`src/seb_map.vh`:
```
// Boot loader constants: device address, byte layout, serial clock timing
`ifndef SEB_MAP_VH
`define SEB_MAP_VH

`define SEB_DEV_PREFIX   4'ha
`define SEB_CTRL_WR      8'ha0
`define SEB_CTRL_RD      8'ha1
`define SEB_WORD_ADDR0   8'h00

`define SEB_FIRST_DIV    1000
// Quarter of the first-byte serial clock, one fourth of SEB_FIRST_DIV
`define SEB_QTR_FIRST    9'h0fa
`define SEB_QTR_STD_100  9'h0fa
`define SEB_QTR_STD_75   9'h0bc
`define SEB_QTR_STD_50   9'h07d
`define SEB_QTR_STD_33   9'h053
`define SEB_QTR_FST_100  9'h03f
`define SEB_QTR_FST_75   9'h02f
`define SEB_QTR_FST_50   9'h020
`define SEB_QTR_FST_33   9'h015

`define SEB_B0_SPEED_LO  4
`define SEB_B0_FAST      6
`define SEB_MODE_BIT     7

`define SEB_IDX_MODE     11'h009
`define SEB_IDX_MBASE_HI 11'h00a
`define SEB_IDX_MBASE_LO 11'h00b
`define SEB_IDX_RBASE_HI 11'h00c
`define SEB_IDX_RBASE_LO 11'h00d
`define SEB_IDX_LEN_HI   11'h00e
`define SEB_IDX_LEN_LO   11'h00f
`define SEB_PROG_START   11'h010
`define SEB_PROG_MAX     11'h7f0

`endif

```
`src/seb_pair_buf.v`:
```
// Two-entry buffer with valid and ready on both sides, registered outputs
`timescale 1ns/1ps
module seb_pair_buf #(
    parameter WIDTH = 19
) (
    // Clock and reset
    input  wire             clk,
    input  wire             reset_n,
    // Fill side
    input  wire             in_valid,
    output wire             in_ready,
    input  wire [WIDTH-1:0] in_data,
    // Drain side
    output wire             out_valid,
    input  wire             out_ready,
    output wire [WIDTH-1:0] out_data,
    output wire             empty
);

reg [WIDTH-1:0] head_ff;
reg [WIDTH-1:0] tail_ff;
reg [1:0]       cnt_ff;

wire push = in_valid && in_ready;
wire pop  = out_valid && out_ready;

assign in_ready  = (cnt_ff != 2'h2);
assign out_valid = (cnt_ff != 2'h0);
assign out_data  = head_ff;
assign empty     = (cnt_ff == 2'h0);

always @(posedge clk or negedge reset_n)
begin
    if (!reset_n)
    begin
        head_ff <= {WIDTH{1'b0}};
        tail_ff <= {WIDTH{1'b0}};
        cnt_ff  <= 2'h0;
    end
    else
    begin
        if (pop)
        begin
            head_ff <= (cnt_ff == 2'h2) ? tail_ff : in_data;
        end
        else if (push && cnt_ff == 2'h0)
        begin
            head_ff <= in_data;
        end
        if (push && (cnt_ff == 2'h2 || (cnt_ff == 2'h1 && !pop)))
        begin
            tail_ff <= in_data;
        end
        // Push into a full buffer cannot happen: in_ready is low
        if (push && !pop)
        begin
            cnt_ff <= cnt_ff + 2'h1;
        end
        else if (pop && !push)
        begin
            cnt_ff <= cnt_ff - 2'h1;
        end
    end
end

endmodule // seb_pair_buf

```
`src/seb_boot_loader.v`:
```
// Serial EEPROM boot loader: reads boot image over two-wire bus, releases core
//
// Behaviour
// - Own logic reads one serial EEPROM, sets memory and clock config alone.
// - Tenth byte top bit picks host-assisted or autonomous boot.
// - One standard EEPROM from 128 bytes up to 2KB.
// - Host-assisted mode loads only timing and memory interface setup.
// - Host-assisted mode reads no more than the first ten bytes.
// - Autonomous mode sets aperture bases then copies bootstrap into memory.
// - Autonomous bootstrap may fill nearly the whole 2KB device.
// - Core and highway held in reset; released per boot mode.
// - First byte at boot clock over 1000, then fastest allowed rate.
`timescale 1ns/1ps
`include "seb_map.vh"
module seb_boot_loader (
    // Clock and reset
    input  wire        clk,
    input  wire        reset_n,
    // Two-wire bus, open drain
    input  wire        scl_in,
    output wire        scl_out,
    output wire        scl_oe,
    input  wire        sda_in,
    output wire        sda_out,
    output wire        sda_oe,
    // Loaded configuration
    output wire [79:0] boot_cfg_bytes,
    output wire        host_assisted,
    output wire [15:0] mem_aperture_base,
    output wire [15:0] reg_aperture_base,
    // Bootstrap program write stream
    output wire        prog_wr_valid,
    input  wire        prog_wr_ready,
    output wire [10:0] prog_wr_addr,
    output wire [7:0]  prog_wr_data,
    // Boot status and releases
    output wire        highway_release,
    output wire        core_release,
    output wire        boot_busy,
    output wire        boot_error
);

localparam [3:0] ST_START  = 4'h0;
localparam [3:0] ST_CTRLW  = 4'h1;
localparam [3:0] ST_ADDR   = 4'h2;
localparam [3:0] ST_RSTART = 4'h3;
localparam [3:0] ST_CTRLR  = 4'h4;
localparam [3:0] ST_READ   = 4'h5;
localparam [3:0] ST_STOP   = 4'h6;
localparam [3:0] ST_DONE   = 4'h7;
localparam [3:0] ST_FAIL   = 4'h8;

localparam [8:0] QTR_FIRST = `SEB_QTR_FIRST;

reg  [3:0]  st_ff;
reg  [1:0]  ph_ff;
reg  [8:0]  q_ff;
reg  [3:0]  bit_ff;
reg  [8:0]  sh_ff;
reg  [10:0] idx_ff;
reg  [10:0] len_ff;
reg  [79:0] cfg_ff;
reg  [15:0] mbase_ff;
reg  [15:0] rbase_ff;
reg         host_ff;
reg         rate_ok_ff;
reg         nack_ff;
reg         scl_rel_ff;
reg         sda_rel_ff;
reg         scl_m_ff;
reg         scl_s_ff;
reg         sda_m_ff;
reg         sda_s_ff;
reg         scl_rel_m_ff;
reg         scl_rel_s_ff;
reg         hw_rel_ff;
reg         core_rel_ff;
reg  [8:0]  qtr_sel;
reg         nxt_scl_rel;
reg         nxt_sda_rel;

wire [1:0]  np = ph_ff + 2'h1;
wire        is_bit   = (st_ff == ST_CTRLW) || (st_ff == ST_ADDR) ||
                       (st_ff == ST_CTRLR) || (st_ff == ST_READ);
wire        is_write = is_bit && (st_ff != ST_READ);
wire [7:0]  rx_byte  = {sh_ff[6:0], sda_s_ff};
wire        prog_byte = (idx_ff >= `SEB_PROG_START);
wire [10:0] last_prog = len_ff + `SEB_IDX_LEN_LO;
wire        is_last  = (idx_ff == `SEB_IDX_MODE && host_ff) ||
                       (idx_ff == `SEB_IDX_LEN_LO && len_ff == 11'h000) ||
                       (prog_byte && idx_ff == last_prog);
// Release is compared with a copy delayed like the synchroniser, so its lag is not stretching
wire        stretch  = scl_rel_ff && scl_rel_s_ff && !scl_s_ff;
wire        push_pt  = (st_ff == ST_READ) && (ph_ff == 2'h3) && (bit_ff == 4'h7) &&
                       prog_byte && (q_ff == 9'h000) && !stretch;
wire        buf_ready;
wire        buf_empty;
// Master holds SCL high while the buffer is full, so no byte is lost
wire        stall    = push_pt && !buf_ready;
wire        run      = (st_ff != ST_DONE) && (st_ff != ST_FAIL);
wire        tick     = run && (q_ff == 9'h000) && !stall && !stretch;
wire        bit_end  = tick && (ph_ff == 2'h3);

always @*
begin
    qtr_sel = QTR_FIRST;
    if (rate_ok_ff)
    begin
        case ({cfg_ff[`SEB_B0_FAST], cfg_ff[`SEB_B0_SPEED_LO+1:`SEB_B0_SPEED_LO]})
            3'h0:    qtr_sel = `SEB_QTR_STD_100;
            3'h1:    qtr_sel = `SEB_QTR_STD_75;
            3'h2:    qtr_sel = `SEB_QTR_STD_50;
            3'h3:    qtr_sel = `SEB_QTR_STD_33;
            3'h4:    qtr_sel = `SEB_QTR_FST_100;
            3'h5:    qtr_sel = `SEB_QTR_FST_75;
            3'h6:    qtr_sel = `SEB_QTR_FST_50;
            default: qtr_sel = `SEB_QTR_FST_33;
        endcase
    end
end

// Pin levels for the quarter about to begin
always @*
begin
    nxt_scl_rel = scl_rel_ff;
    nxt_sda_rel = sda_rel_ff;
    case (st_ff)
        ST_START, ST_RSTART:
        begin
            nxt_scl_rel = (np == 2'h1) || (np == 2'h2);
            nxt_sda_rel = (np == 2'h0) || (np == 2'h1);
        end
        ST_STOP:
        begin
            // SCL stays released once the stop condition is on the bus
            nxt_scl_rel = np[1] || (np == 2'h0);
            nxt_sda_rel = (np == 2'h0) ? sda_rel_ff : (np == 2'h3);
        end
        ST_CTRLW, ST_ADDR, ST_CTRLR, ST_READ:
        begin
            nxt_scl_rel = np[1];
            // Data changes one quarter after SCL falls for hold margin
            if (np == 2'h1)
            begin
                if (is_write)
                    nxt_sda_rel = sh_ff[8];
                else if (bit_ff == 4'h8)
                    nxt_sda_rel = is_last;
                else
                    nxt_sda_rel = 1'b1;
            end
        end
        default:
        begin
            nxt_scl_rel = 1'b1;
            nxt_sda_rel = 1'b1;
        end
    endcase
end

always @(posedge clk or negedge reset_n)
begin
    if (!reset_n)
    begin
        scl_m_ff <= 1'b1;
        scl_s_ff <= 1'b1;
        sda_m_ff <= 1'b1;
        sda_s_ff <= 1'b1;
        scl_rel_m_ff <= 1'b1;
        scl_rel_s_ff <= 1'b1;
    end
    else
    begin
        scl_m_ff <= scl_in;
        scl_s_ff <= scl_m_ff;
        sda_m_ff <= sda_in;
        sda_s_ff <= sda_m_ff;
        scl_rel_m_ff <= scl_rel_ff;
        scl_rel_s_ff <= scl_rel_m_ff;
    end
end

always @(posedge clk or negedge reset_n)
begin
    if (!reset_n)
    begin
        st_ff       <= ST_START;
        ph_ff       <= 2'h0;
        q_ff        <= 9'h000;
        bit_ff      <= 4'h0;
        sh_ff       <= 9'h000;
        idx_ff      <= 11'h000;
        len_ff      <= 11'h000;
        cfg_ff      <= 80'h0;
        mbase_ff    <= 16'h0000;
        rbase_ff    <= 16'h0000;
        host_ff     <= 1'b0;
        rate_ok_ff  <= 1'b0;
        nack_ff     <= 1'b0;
        scl_rel_ff  <= 1'b1;
        sda_rel_ff  <= 1'b1;
        hw_rel_ff   <= 1'b0;
        core_rel_ff <= 1'b0;
    end
    else
    begin
        if (run && q_ff != 9'h000 && !stretch)
        begin
            q_ff <= q_ff - 9'h001;
        end
        if (tick)
        begin
            q_ff       <= qtr_sel - 9'h001;
            ph_ff      <= np;
            scl_rel_ff <= nxt_scl_rel;
            sda_rel_ff <= nxt_sda_rel;
        end
        if (bit_end)
        begin
            case (st_ff)
                ST_START:
                begin
                    st_ff  <= ST_CTRLW;
                    bit_ff <= 4'h0;
                    sh_ff  <= {`SEB_CTRL_WR, 1'b1};
                end
                ST_RSTART:
                begin
                    st_ff  <= ST_CTRLR;
                    bit_ff <= 4'h0;
                    sh_ff  <= {`SEB_CTRL_RD, 1'b1};
                end
                ST_CTRLW, ST_ADDR, ST_CTRLR:
                begin
                    if (bit_ff != 4'h8)
                    begin
                        bit_ff <= bit_ff + 4'h1;
                        sh_ff  <= {sh_ff[7:0], 1'b1};
                    end
                    else if (sda_s_ff)
                    begin
                        nack_ff <= 1'b1;
                        st_ff   <= ST_STOP;
                    end
                    else
                    begin
                        bit_ff <= 4'h0;
                        // Sequential read from word 0 spans any size up to 2KB
                        if (st_ff == ST_CTRLW)
                        begin
                            st_ff <= ST_ADDR;
                            sh_ff <= {`SEB_WORD_ADDR0, 1'b1};
                        end
                        else if (st_ff == ST_ADDR)
                            st_ff <= ST_RSTART;
                        else
                            st_ff <= ST_READ;
                    end
                end
                ST_READ:
                begin
                    if (bit_ff != 4'h8)
                    begin
                        bit_ff <= bit_ff + 4'h1;
                        sh_ff  <= {sh_ff[7:0], sda_s_ff};
                    end
                    else if (is_last)
                        st_ff <= ST_STOP;
                    else
                    begin
                        bit_ff <= 4'h0;
                        idx_ff <= idx_ff + 11'h001;
                    end
                    if (bit_ff == 4'h7)
                    begin
                        if (idx_ff < `SEB_IDX_MBASE_HI)
                            cfg_ff[idx_ff*8 +: 8] <= rx_byte;
                        if (idx_ff == 11'h000)
                            rate_ok_ff <= 1'b1;
                        if (idx_ff == `SEB_IDX_MODE)
                            host_ff <= !rx_byte[`SEB_MODE_BIT];
                        if (idx_ff == `SEB_IDX_MBASE_HI)
                            mbase_ff[15:8] <= rx_byte;
                        if (idx_ff == `SEB_IDX_MBASE_LO)
                            mbase_ff[7:0] <= rx_byte;
                        if (idx_ff == `SEB_IDX_RBASE_HI)
                            rbase_ff[15:8] <= rx_byte;
                        if (idx_ff == `SEB_IDX_RBASE_LO)
                            rbase_ff[7:0] <= rx_byte;
                        if (idx_ff == `SEB_IDX_LEN_HI)
                            len_ff[10:8] <= rx_byte[2:0];
                        // Length beyond the device is clamped
                        if (idx_ff == `SEB_IDX_LEN_LO)
                            len_ff <= ({len_ff[10:8], rx_byte} > `SEB_PROG_MAX) ?
                                      `SEB_PROG_MAX : {len_ff[10:8], rx_byte};
                    end
                end
                ST_STOP:
                    st_ff <= nack_ff ? ST_FAIL : ST_DONE;
                default:
                    st_ff <= st_ff;
            endcase
        end
        if (st_ff == ST_DONE)
        begin
            hw_rel_ff <= 1'b1;
            if (!host_ff && buf_empty)
                core_rel_ff <= 1'b1;
        end
    end
end

seb_pair_buf #(
    .WIDTH (19)
) u_buf (
    .clk       (clk),
    .reset_n   (reset_n),
    .in_valid  (push_pt),
    .in_ready  (buf_ready),
    .in_data   ({idx_ff - `SEB_PROG_START, rx_byte}),
    .out_valid (prog_wr_valid),
    .out_ready (prog_wr_ready),
    .out_data  ({prog_wr_addr, prog_wr_data}),
    .empty     (buf_empty)
);

assign scl_out           = 1'b0;
assign sda_out           = 1'b0;
assign scl_oe            = !scl_rel_ff;
assign sda_oe            = !sda_rel_ff;
assign boot_cfg_bytes    = cfg_ff;
assign host_assisted     = host_ff;
assign mem_aperture_base = mbase_ff;
assign reg_aperture_base = rbase_ff;
assign highway_release   = hw_rel_ff;
assign core_release      = core_rel_ff;
assign boot_busy         = run;
assign boot_error        = (st_ff == ST_FAIL);

endmodule // seb_boot_loader

```
`config.mk`:
```
export PLATFORM = sky130hd
export DESIGN_NAME = seb_boot_loader
export DESIGN_NICKNAME = d
export VERILOG_FILES = /design/src/seb_pair_buf.v /design/src/seb_boot_loader.v
export VERILOG_INCLUDE_DIRS = /design/src
export SDC_FILE = /design/constraint.sdc
export NUM_CORES = 1
export LEC_CHECK = 0
export BUFFER_PORTS_ARGS = -buffer_cell sky130_fd_sc_hd__buf_4
export CAP_MARGIN = 40
export CORE_AREA = 8 8 153 155
export CTS_CLUSTER_DIAMETER = 50
export DETAILED_ROUTE_END_ITERATION = 8
export DIE_AREA = 0 0 161 163
export GPL_TIMING_DRIVEN = 0
export PLACE_DENSITY = 0.77
export SLEW_MARGIN = 0
export SYNTH_ARGS = -nofsm -noshare
export SYNTH_HDL_FRONTEND = slang
export SYNTH_SLANG_ARGS = --single-unit
```
`constraint.sdc`:
```
create_clock -name clk -period 9.2 [get_ports clk]
set_input_delay 0.92 -clock clk [delete_from_list [all_inputs] [get_ports clk]]
set_output_delay 0.92 -clock clk [all_outputs]
set_load 0.05 [all_outputs]
```
==> results of run 1 <==
==> power groups by stage <==
stage	Sequential [mW]	Clock (mW)	Combinational [mW]
floorplan	1.08	0	0.114
global placement	1.03	0	0.250
detailed placement	1.03	0	0.259
CTS	1.01	0.938	0.259
global route	1.02	0.978	0.281
finish	1.01	0.923	0.256
==> per-stage QoR <==
stage / area [sq um] / setup WS [ns] / power (mW) / std cells
after global routing: 12600 / 4.28 / 2.28 / 1563
after detailed placement: 11800 / 4.72 / 1.29 / 1518
after CTS: 12600 / 4.66 / 2.21 / 1563
final: 12600 / 4.55 / 2.19 / 1563
after floorplan: 10300 / 5.52 / 1.19 / 1095
after global placement: 11800 / 4.79 / 1.28 / 1513
==> area by class of cell <==
type                    instances  area share, %
plain buffers                  69           2.28
clock buffers                  31           5.23
clock inverters                14          0.836
inverters                      35           1.04
multi-input cells             776           36.0
flip-flops and latches        215           42.9
well taps                     275           2.74
repair buffers                148           9.00
==> worst paths after layout <==
path                            from            endpoint  slack (ns)  cells past startpoint
max                        idx_ff[0]  boot_cfg_bytes[53]        4.55                     14
min                         scl_m_ff            scl_s_ff        0.36                      0
max reg2reg                idx_ff[0]  boot_cfg_bytes[53]        4.55                     14
min reg2reg                 scl_m_ff            scl_s_ff        0.36                      0
max in group asynchronous    reset_n             q_ff[7]        7.75                      2
min in group asynchronous    reset_n  boot_cfg_bytes[47]        0.41                      1
==> registers in the layout, summed over array words and instances (netlist names), 9 cells and up <==
register and count:
q_ff 9, u_buf.tail_ff 19, len_ff 11, reg_aperture_base 16, idx_ff 11, sh_ff 9
mem_aperture_base 16, boot_cfg_bytes 80, u_buf.out_data 19
==> worst max-delay path: cells and delay by family, from the launching register on <==
kind	cells	cell delay, ns
AND/OR/NAND/NOR	8	2.70
adder cells (fa/ha/maj)	2	0.51
buffers and inverters	3	0.73
flip-flops	1	0.48
AO/OA/AOI/OAI	1	0.10
==> synth_stat cells, drive strengths merged (4+ instances only) <==
cell      n  area (sq um)
mux2i    21           210
and3     12          75.1
nand2   249           942
nand4    16           100
a21oi    29           145
nor2     37           139
and2      7          43.8
nor2b    11          68.8
clkbuf   50           189
a31oi     6          37.5
mux2     26           293
or2       5          31.3
nor3b     4          30.0
nor4b     4          35.0
dfstp     8           210
xnor2    26           228
inv      34           128
ha       19           238
nand3    18          95.1
o22a      5          43.8
xor2     14           123
or3       4          25.0
or4       6          52.6
dfrtp   207          5180
nor3     24           131
buf      19          97.6
o21ai   167           836
nor4     10           105
==> logic make-up after synthesis <==
family	Yosys count	share of synthesized area [%]
mux	47	4.87
simple gates	422	19.4
xor+xnor	40	3.39
compound gates	245	13.7
fa+ha+maj	20	2.40
buf+inv	104	4.05
other cells	1	0.0363
flops	215	52.2
==> metal layers <==
metal	global-route usage (%)	wire length (microns)	vias to the layer above
met1	26.2	11500	4271
met3	4.58	2070	66
met5	0	0	-
met2	34.9	13500	344
li1	-	-	4115
met4	7.20	863	0
==> reports/results.ini, run 1 <==
[outcome]
status = complete, no violations

[synth]
yosysWarnings = 0
synth_ff_type = dfrtp_1
synth_area_per_cell_sq_um = 9.44
synth_area_sq_mm = 0.0103
synth_edf_count = 0
yosys.cell_types.count = 75
syn_inst = 1094
ys_ff_latch = 215
yosysSeqAreaShare_pct = 52.2
async_reset_ff_share_pct = 100

[sta]
holdWs_ns = 0.356
setup_violations = 0
rsz0062_at_grt = no
slew_headroom_pct = 37.5
worstMarginPinSlew_ns = 0.931
setup_tns_ns = 0
drv_slew = 0
clock_skew_ns = 0.0120
max_freq_mhz = 215
post-route-period-util_pct = 50.6
final-hold-violation-count = 0
period_minus_slack_ns = 4.65

[final_layout]
multi_input_area_sq_mm = 0.00453
final_common_cell = nand2_1
fin_nets = 1294
fillers = 1739
area_growth_pct = 21.7
register_area_sq_mm = 0.00539
fin_util_pct = 60.4
layout_common_cells = nand2_1 (248), dfrtp_1 (207), o21ai_0 (150)
antenna_cells = 0
drive_gt1_share_pct = 19.9

[clock_tree]
cts_num_sinks = 215
cts_hold_buffers = 0
htree_levels = 1
clk_pin_slew_ns = 0.06
cts_setup_buffers = 0
cts_buffers = 25
clkLatencyLatePin_ns = 0.52
clock-root-buffer = clkbuf_16
cts_resized = 0
cts_tree = built
clock_path_buffers = 3

[critical_path]
crit_type = reg -> reg
worstPathArrival_ns = 5.04
crit_chain = clkbuf_1 -> inv_1 -> ha_1 -> nor4bb_1 -> nor2b_1 -> ha_1 -> or4b_2 -> nor4_1 -> nand2_1 -> nor4_4 -> nand2_1 -> buf_2 -> nand2_1 -> o21ai_0
path_common_cell = nand2_1
critPathMaxStageDelay_ns = 0.62
start_kind = flop
cp.required_ns = 9.58
critPathCaptureType = flop
crit_path_max_fanout = 10
crit_path_top_delay_cell = nor4_1

[routing]
vias = 8796
ant_nets = 0
routedWlPerCell_microns = 17.9
drc = 0
dr.pass1.iters = 7
wl_microns = 27900
vias_per_cell = 5.63
first_iter_violations = 691

[power]
switchingPower_mw = 0.613
clkPwrFrac_pct = 42.1
power.internal_mw = 1.58
pwr-share-seq_pct = 46.2
ir_drop_mv = 0.111
power_density_mw_per_mm2 = 174
combPwrFrac_pct = 11.7
netSwitchingFraction_pct = 27.9
p_leak_nw = 5.82

[die]
start_util_pct = 49.6
pin_count = 146
die_w_microns = 161
core_sq_mm = 0.0208
die_h_microns = 163
die_area_sq_mm = 0.0262
rows = 53

[global_route]
grt-ovfl-total = 0
grt_max_degree = 127
grt_pass1_vias = 8487
antenna_found_initial = 0
grtUsageTotal_pct = 20.8
grt_pass1_wl_microns = 45100

[hold_path]
hold_class = reg -> reg

[placed_design]
gp_congestion = 0.911
dpl.hpwl_microns = 20400
port-buffer-count = 143

[run]
cap_viol_max_count = 0

No activity file was read; power rests on OpenSTA's default activity.
==> inputs of run 2 (changes only) <==
- ABC_AREA: unset -> 1
- CORE_AREA: 8 8 153 155 -> 8 8 159 161
- DIE_AREA: 0 0 161 163 -> 0 0 167 169
- clock period: 9.2 -> 4.5 ns (I/O delays scaled with it)
==> run 2 against run 1 <==
Cell count increased by 21%. Hold slack got worse by 0.32 ns. Core utilization shrank 1.1 points. Final area grew 8.0%. Area after synthesis grew 8.9%. Sequential power grew 110%. Highest routed layer unchanged.
==> reports/results.ini, run 2 <==
[outcome]
status = complete, no violations

[routing]
ant_nets = 0  ; unchanged
wl_microns = 30400  ; +8.9%
drc = 0  ; unchanged
vias = 10000  ; +14%
vias_per_cell = 5.29  ; -5.9%
routedWlPerCell_microns = 16.1  ; -10%
first_iter_violations = 772  ; +12%
dr.pass1.iters = 5  ; -2

[sta]
drv_slew = 0  ; unchanged
clock_skew_ns = 0.0170  ; +0.00493 ns
setup_tns_ns = 0  ; unchanged
max_freq_mhz = 319  ; +49%
post-route-period-util_pct = 69.6  ; +19 points
rsz0062_at_grt = no
final-hold-violation-count = 0  ; unchanged
worstMarginPinSlew_ns = 0.719  ; -0.212 ns
period_minus_slack_ns = 3.13  ; -1.52 ns
holdWs_ns = 0.0385  ; -0.317 ns
setup_violations = 0  ; unchanged
slew_headroom_pct = 51.9  ; +14 points

[clock_tree]
clock-root-buffer = clkbuf_16
clock_path_buffers = 3  ; unchanged
clkLatencyLatePin_ns = 0.52  ; about the same
cts_setup_buffers = 0  ; unchanged
cts_buffers = 25  ; unchanged
cts_tree = built
htree_levels = 1  ; unchanged
cts_resized = 0  ; unchanged
cts_num_sinks = 215  ; unchanged
clk_pin_slew_ns = 0.06  ; about the same
cts_hold_buffers = 1  ; +1

[final_layout]
fin_util_pct = 59.3  ; -1.1 points
multi_input_area_sq_mm = 0.00499  ; +10%
layout_common_cells = nand2_1 (417), dfrtp_1 (207), buf_4 (154)
fillers = 1983  ; +14%
final_common_cell = nand2_1
final_area_sq_mm = 0.0136  ; +8.0%
fin_nets = 1613  ; +25%
largest_reg_flops = 80  ; unchanged
area_growth_pct = 20.7
antenna_cells = 0  ; unchanged
drive_gt1_share_pct = 19.1  ; -0.81 points
register_area_sq_mm = 0.00539  ; unchanged

[die]
core_sq_mm = 0.0229  ; +10%
die_w_microns = 167  ; +3.7%
pin_count = 146  ; unchanged
die_h_microns = 169  ; +3.7%
die_area_sq_mm = 0.0282  ; +7.5%
rows = 56  ; +5.7%
start_util_pct = 49.1  ; -0.52 points

[global_route]
grt_max_degree = 126  ; -0.79%
antenna_found_initial = 0  ; unchanged
grt_pass1_vias = 9772  ; +15%
grt-ovfl-total = 0  ; unchanged
grt_pass1_wl_microns = 49900  ; +11%
grtUsageTotal_pct = 21.3  ; +0.51 points

[power]
power.internal_mw = 3.50  ; +120%
ir_drop_mv = 0.282  ; +160%
clkPwrFrac_pct = 42.7  ; +0.6 points
netSwitchingFraction_pct = 28.0  ; about the same
combPwrFrac_pct = 13.8  ; +2.1 points
pwr-share-seq_pct = 43.5  ; -2.7 points
p_leak_nw = 7.02  ; +20%
switchingPower_mw = 1.36  ; +120%
power_density_mw_per_mm2 = 358  ; +110%

[critical_path]
start_kind = flop
rr_startpoint = idx_ff[4]
crit_path_max_fanout = 10  ; unchanged
cp.required_ns = 4.90  ; -4.68 ns
crit_type = reg -> reg
critPathCaptureType = flop
crit_start = idx_ff[4]
worstPathArrival_ns = 3.53  ; -1.51 ns

[synth]
yosys-top-cells-count = nand2_1 (417), dfrtp_1 (207), inv_1 (132), nor2_1 (123), o21ai_0 (89)
ys_ff_latch = 215  ; unchanged
synthTopCellsByArea = dfrtp_1 (46%), nand2_1 (14%), inv_1 (4.4%)
syn_inst = 1416  ; +29%
synth_top_area_cell = dfrtp_1
synth_area_per_cell_sq_um = 7.94  ; -16%
synth_ff_type = dfrtp_1
yosysMostFrequentCell = nand2_1
yosysSeqAreaShare_pct = 47.9  ; -4.3 points
async_reset_ff_share_pct = 100  ; unchanged
yosys.cell_types.count = 50  ; -33%
synth_edf_count = 0  ; unchanged
synth_area_sq_mm = 0.0112  ; +8.9%
synth_top_area_share_pct = 46.1  ; -4.1 points
yosysWarnings = 0  ; unchanged

[hold_path]
hold_path.startpoint = sda_in
hold_class = in -> reg

[placed_design]
dpl.hpwl_microns = 21700  ; +6.8%
port-buffer-count = 143  ; unchanged
gp_congestion = 0.920  ; +1.0%
place_area_sq_mm = 0.0127  ; +7.7%

[run]
cap_viol_max_count = 0  ; unchanged

-- run 2: per-stage QoR --
stage | setup WS (ns) | total power, mW | std cells
after floorplan | 1.92 | 2.60 | 1417
after global placement | 1.43 | 2.78 | 1850
after detailed placement | 1.45 | 2.81 | 1851
after CTS | 1.42 | 4.89 | 1895
after global routing | 1.13 | 5.08 | 1895
final | 1.37 | 4.86 | 1895
-- run 2: logic make-up after synthesis --
kind of cell	after synthesis	synth area share (%)
flops	215	47.9
simple gates	742	29.7
buf+inv	207	7.78
other cells	1	0.0333
compound gates	196	9.58
fa+ha+maj	19	2.11
xor+xnor	36	2.87
-- run 2: final timing paths --
path                                      endpoint  slack [ns]  cells after the start
max in group asynchronous       boot_cfg_bytes[71]        2.92                      3
worst min register to register            sda_s_ff        0.35                      0
worst max-delay path            boot_cfg_bytes[65]        1.37                     15
min in group asynchronous                 st_ff[1]        0.51                      2
worst min-delay path                      sda_m_ff        0.04                      1
worst max register to register  boot_cfg_bytes[65]        1.37                     15
-- run 2: routing by layer --
metal / vias up / share of wire (%) / GRT usage [%]
li1: 4907 / - / -
met1: 4752 / 44 / 29.0
met2: 324 / 46 / 34.4
met3: 51 / 7.5 / 4.05
met4: 0 / 2.0 / 5.72
met5: - / 0 / 0
-- run 2: critical path, cell delays in order (launching register included) --
cell and delay (ns):
dfrtp_1 0.37, buf_2 0.21, inv_1 0.21, ha_1 0.23, nand2_1 0.11, nor4_1 0.25
ha_1 0.16, inv_1 0.05, nor3_2 0.15, nand3_1 0.08, nor2_1 0.19, nand2_1 0.25
nor2_4 0.32, nand3_2 0.23, nand2_1 0.13, nand2_1 0.07
-- run 2: layout make-up --
class                           count  share of cell area (%)
Multi-Input combinational cell    995                    36.7
Timing Repair Buffer              145                    8.24
Tap cell                          290                    2.67
Inverter                          150                    4.23
Buffer                             57                    2.21
Sequential cell                   215                    39.7
Clock inverter                     13                    1.21
Clock buffer                       30                    5.04
-- run 2: power by group through the flow --
stage / Sequential, mW / Combinational [mW] / Clock [mW]
CTS: 2.11 / 0.671 / 2.11
global placement: 2.14 / 0.639 / 0
finish: 2.11 / 0.671 / 2.07
detailed placement: 2.15 / 0.663 / 0
floorplan: 2.13 / 0.475 / 0
global route: 2.13 / 0.772 / 2.18
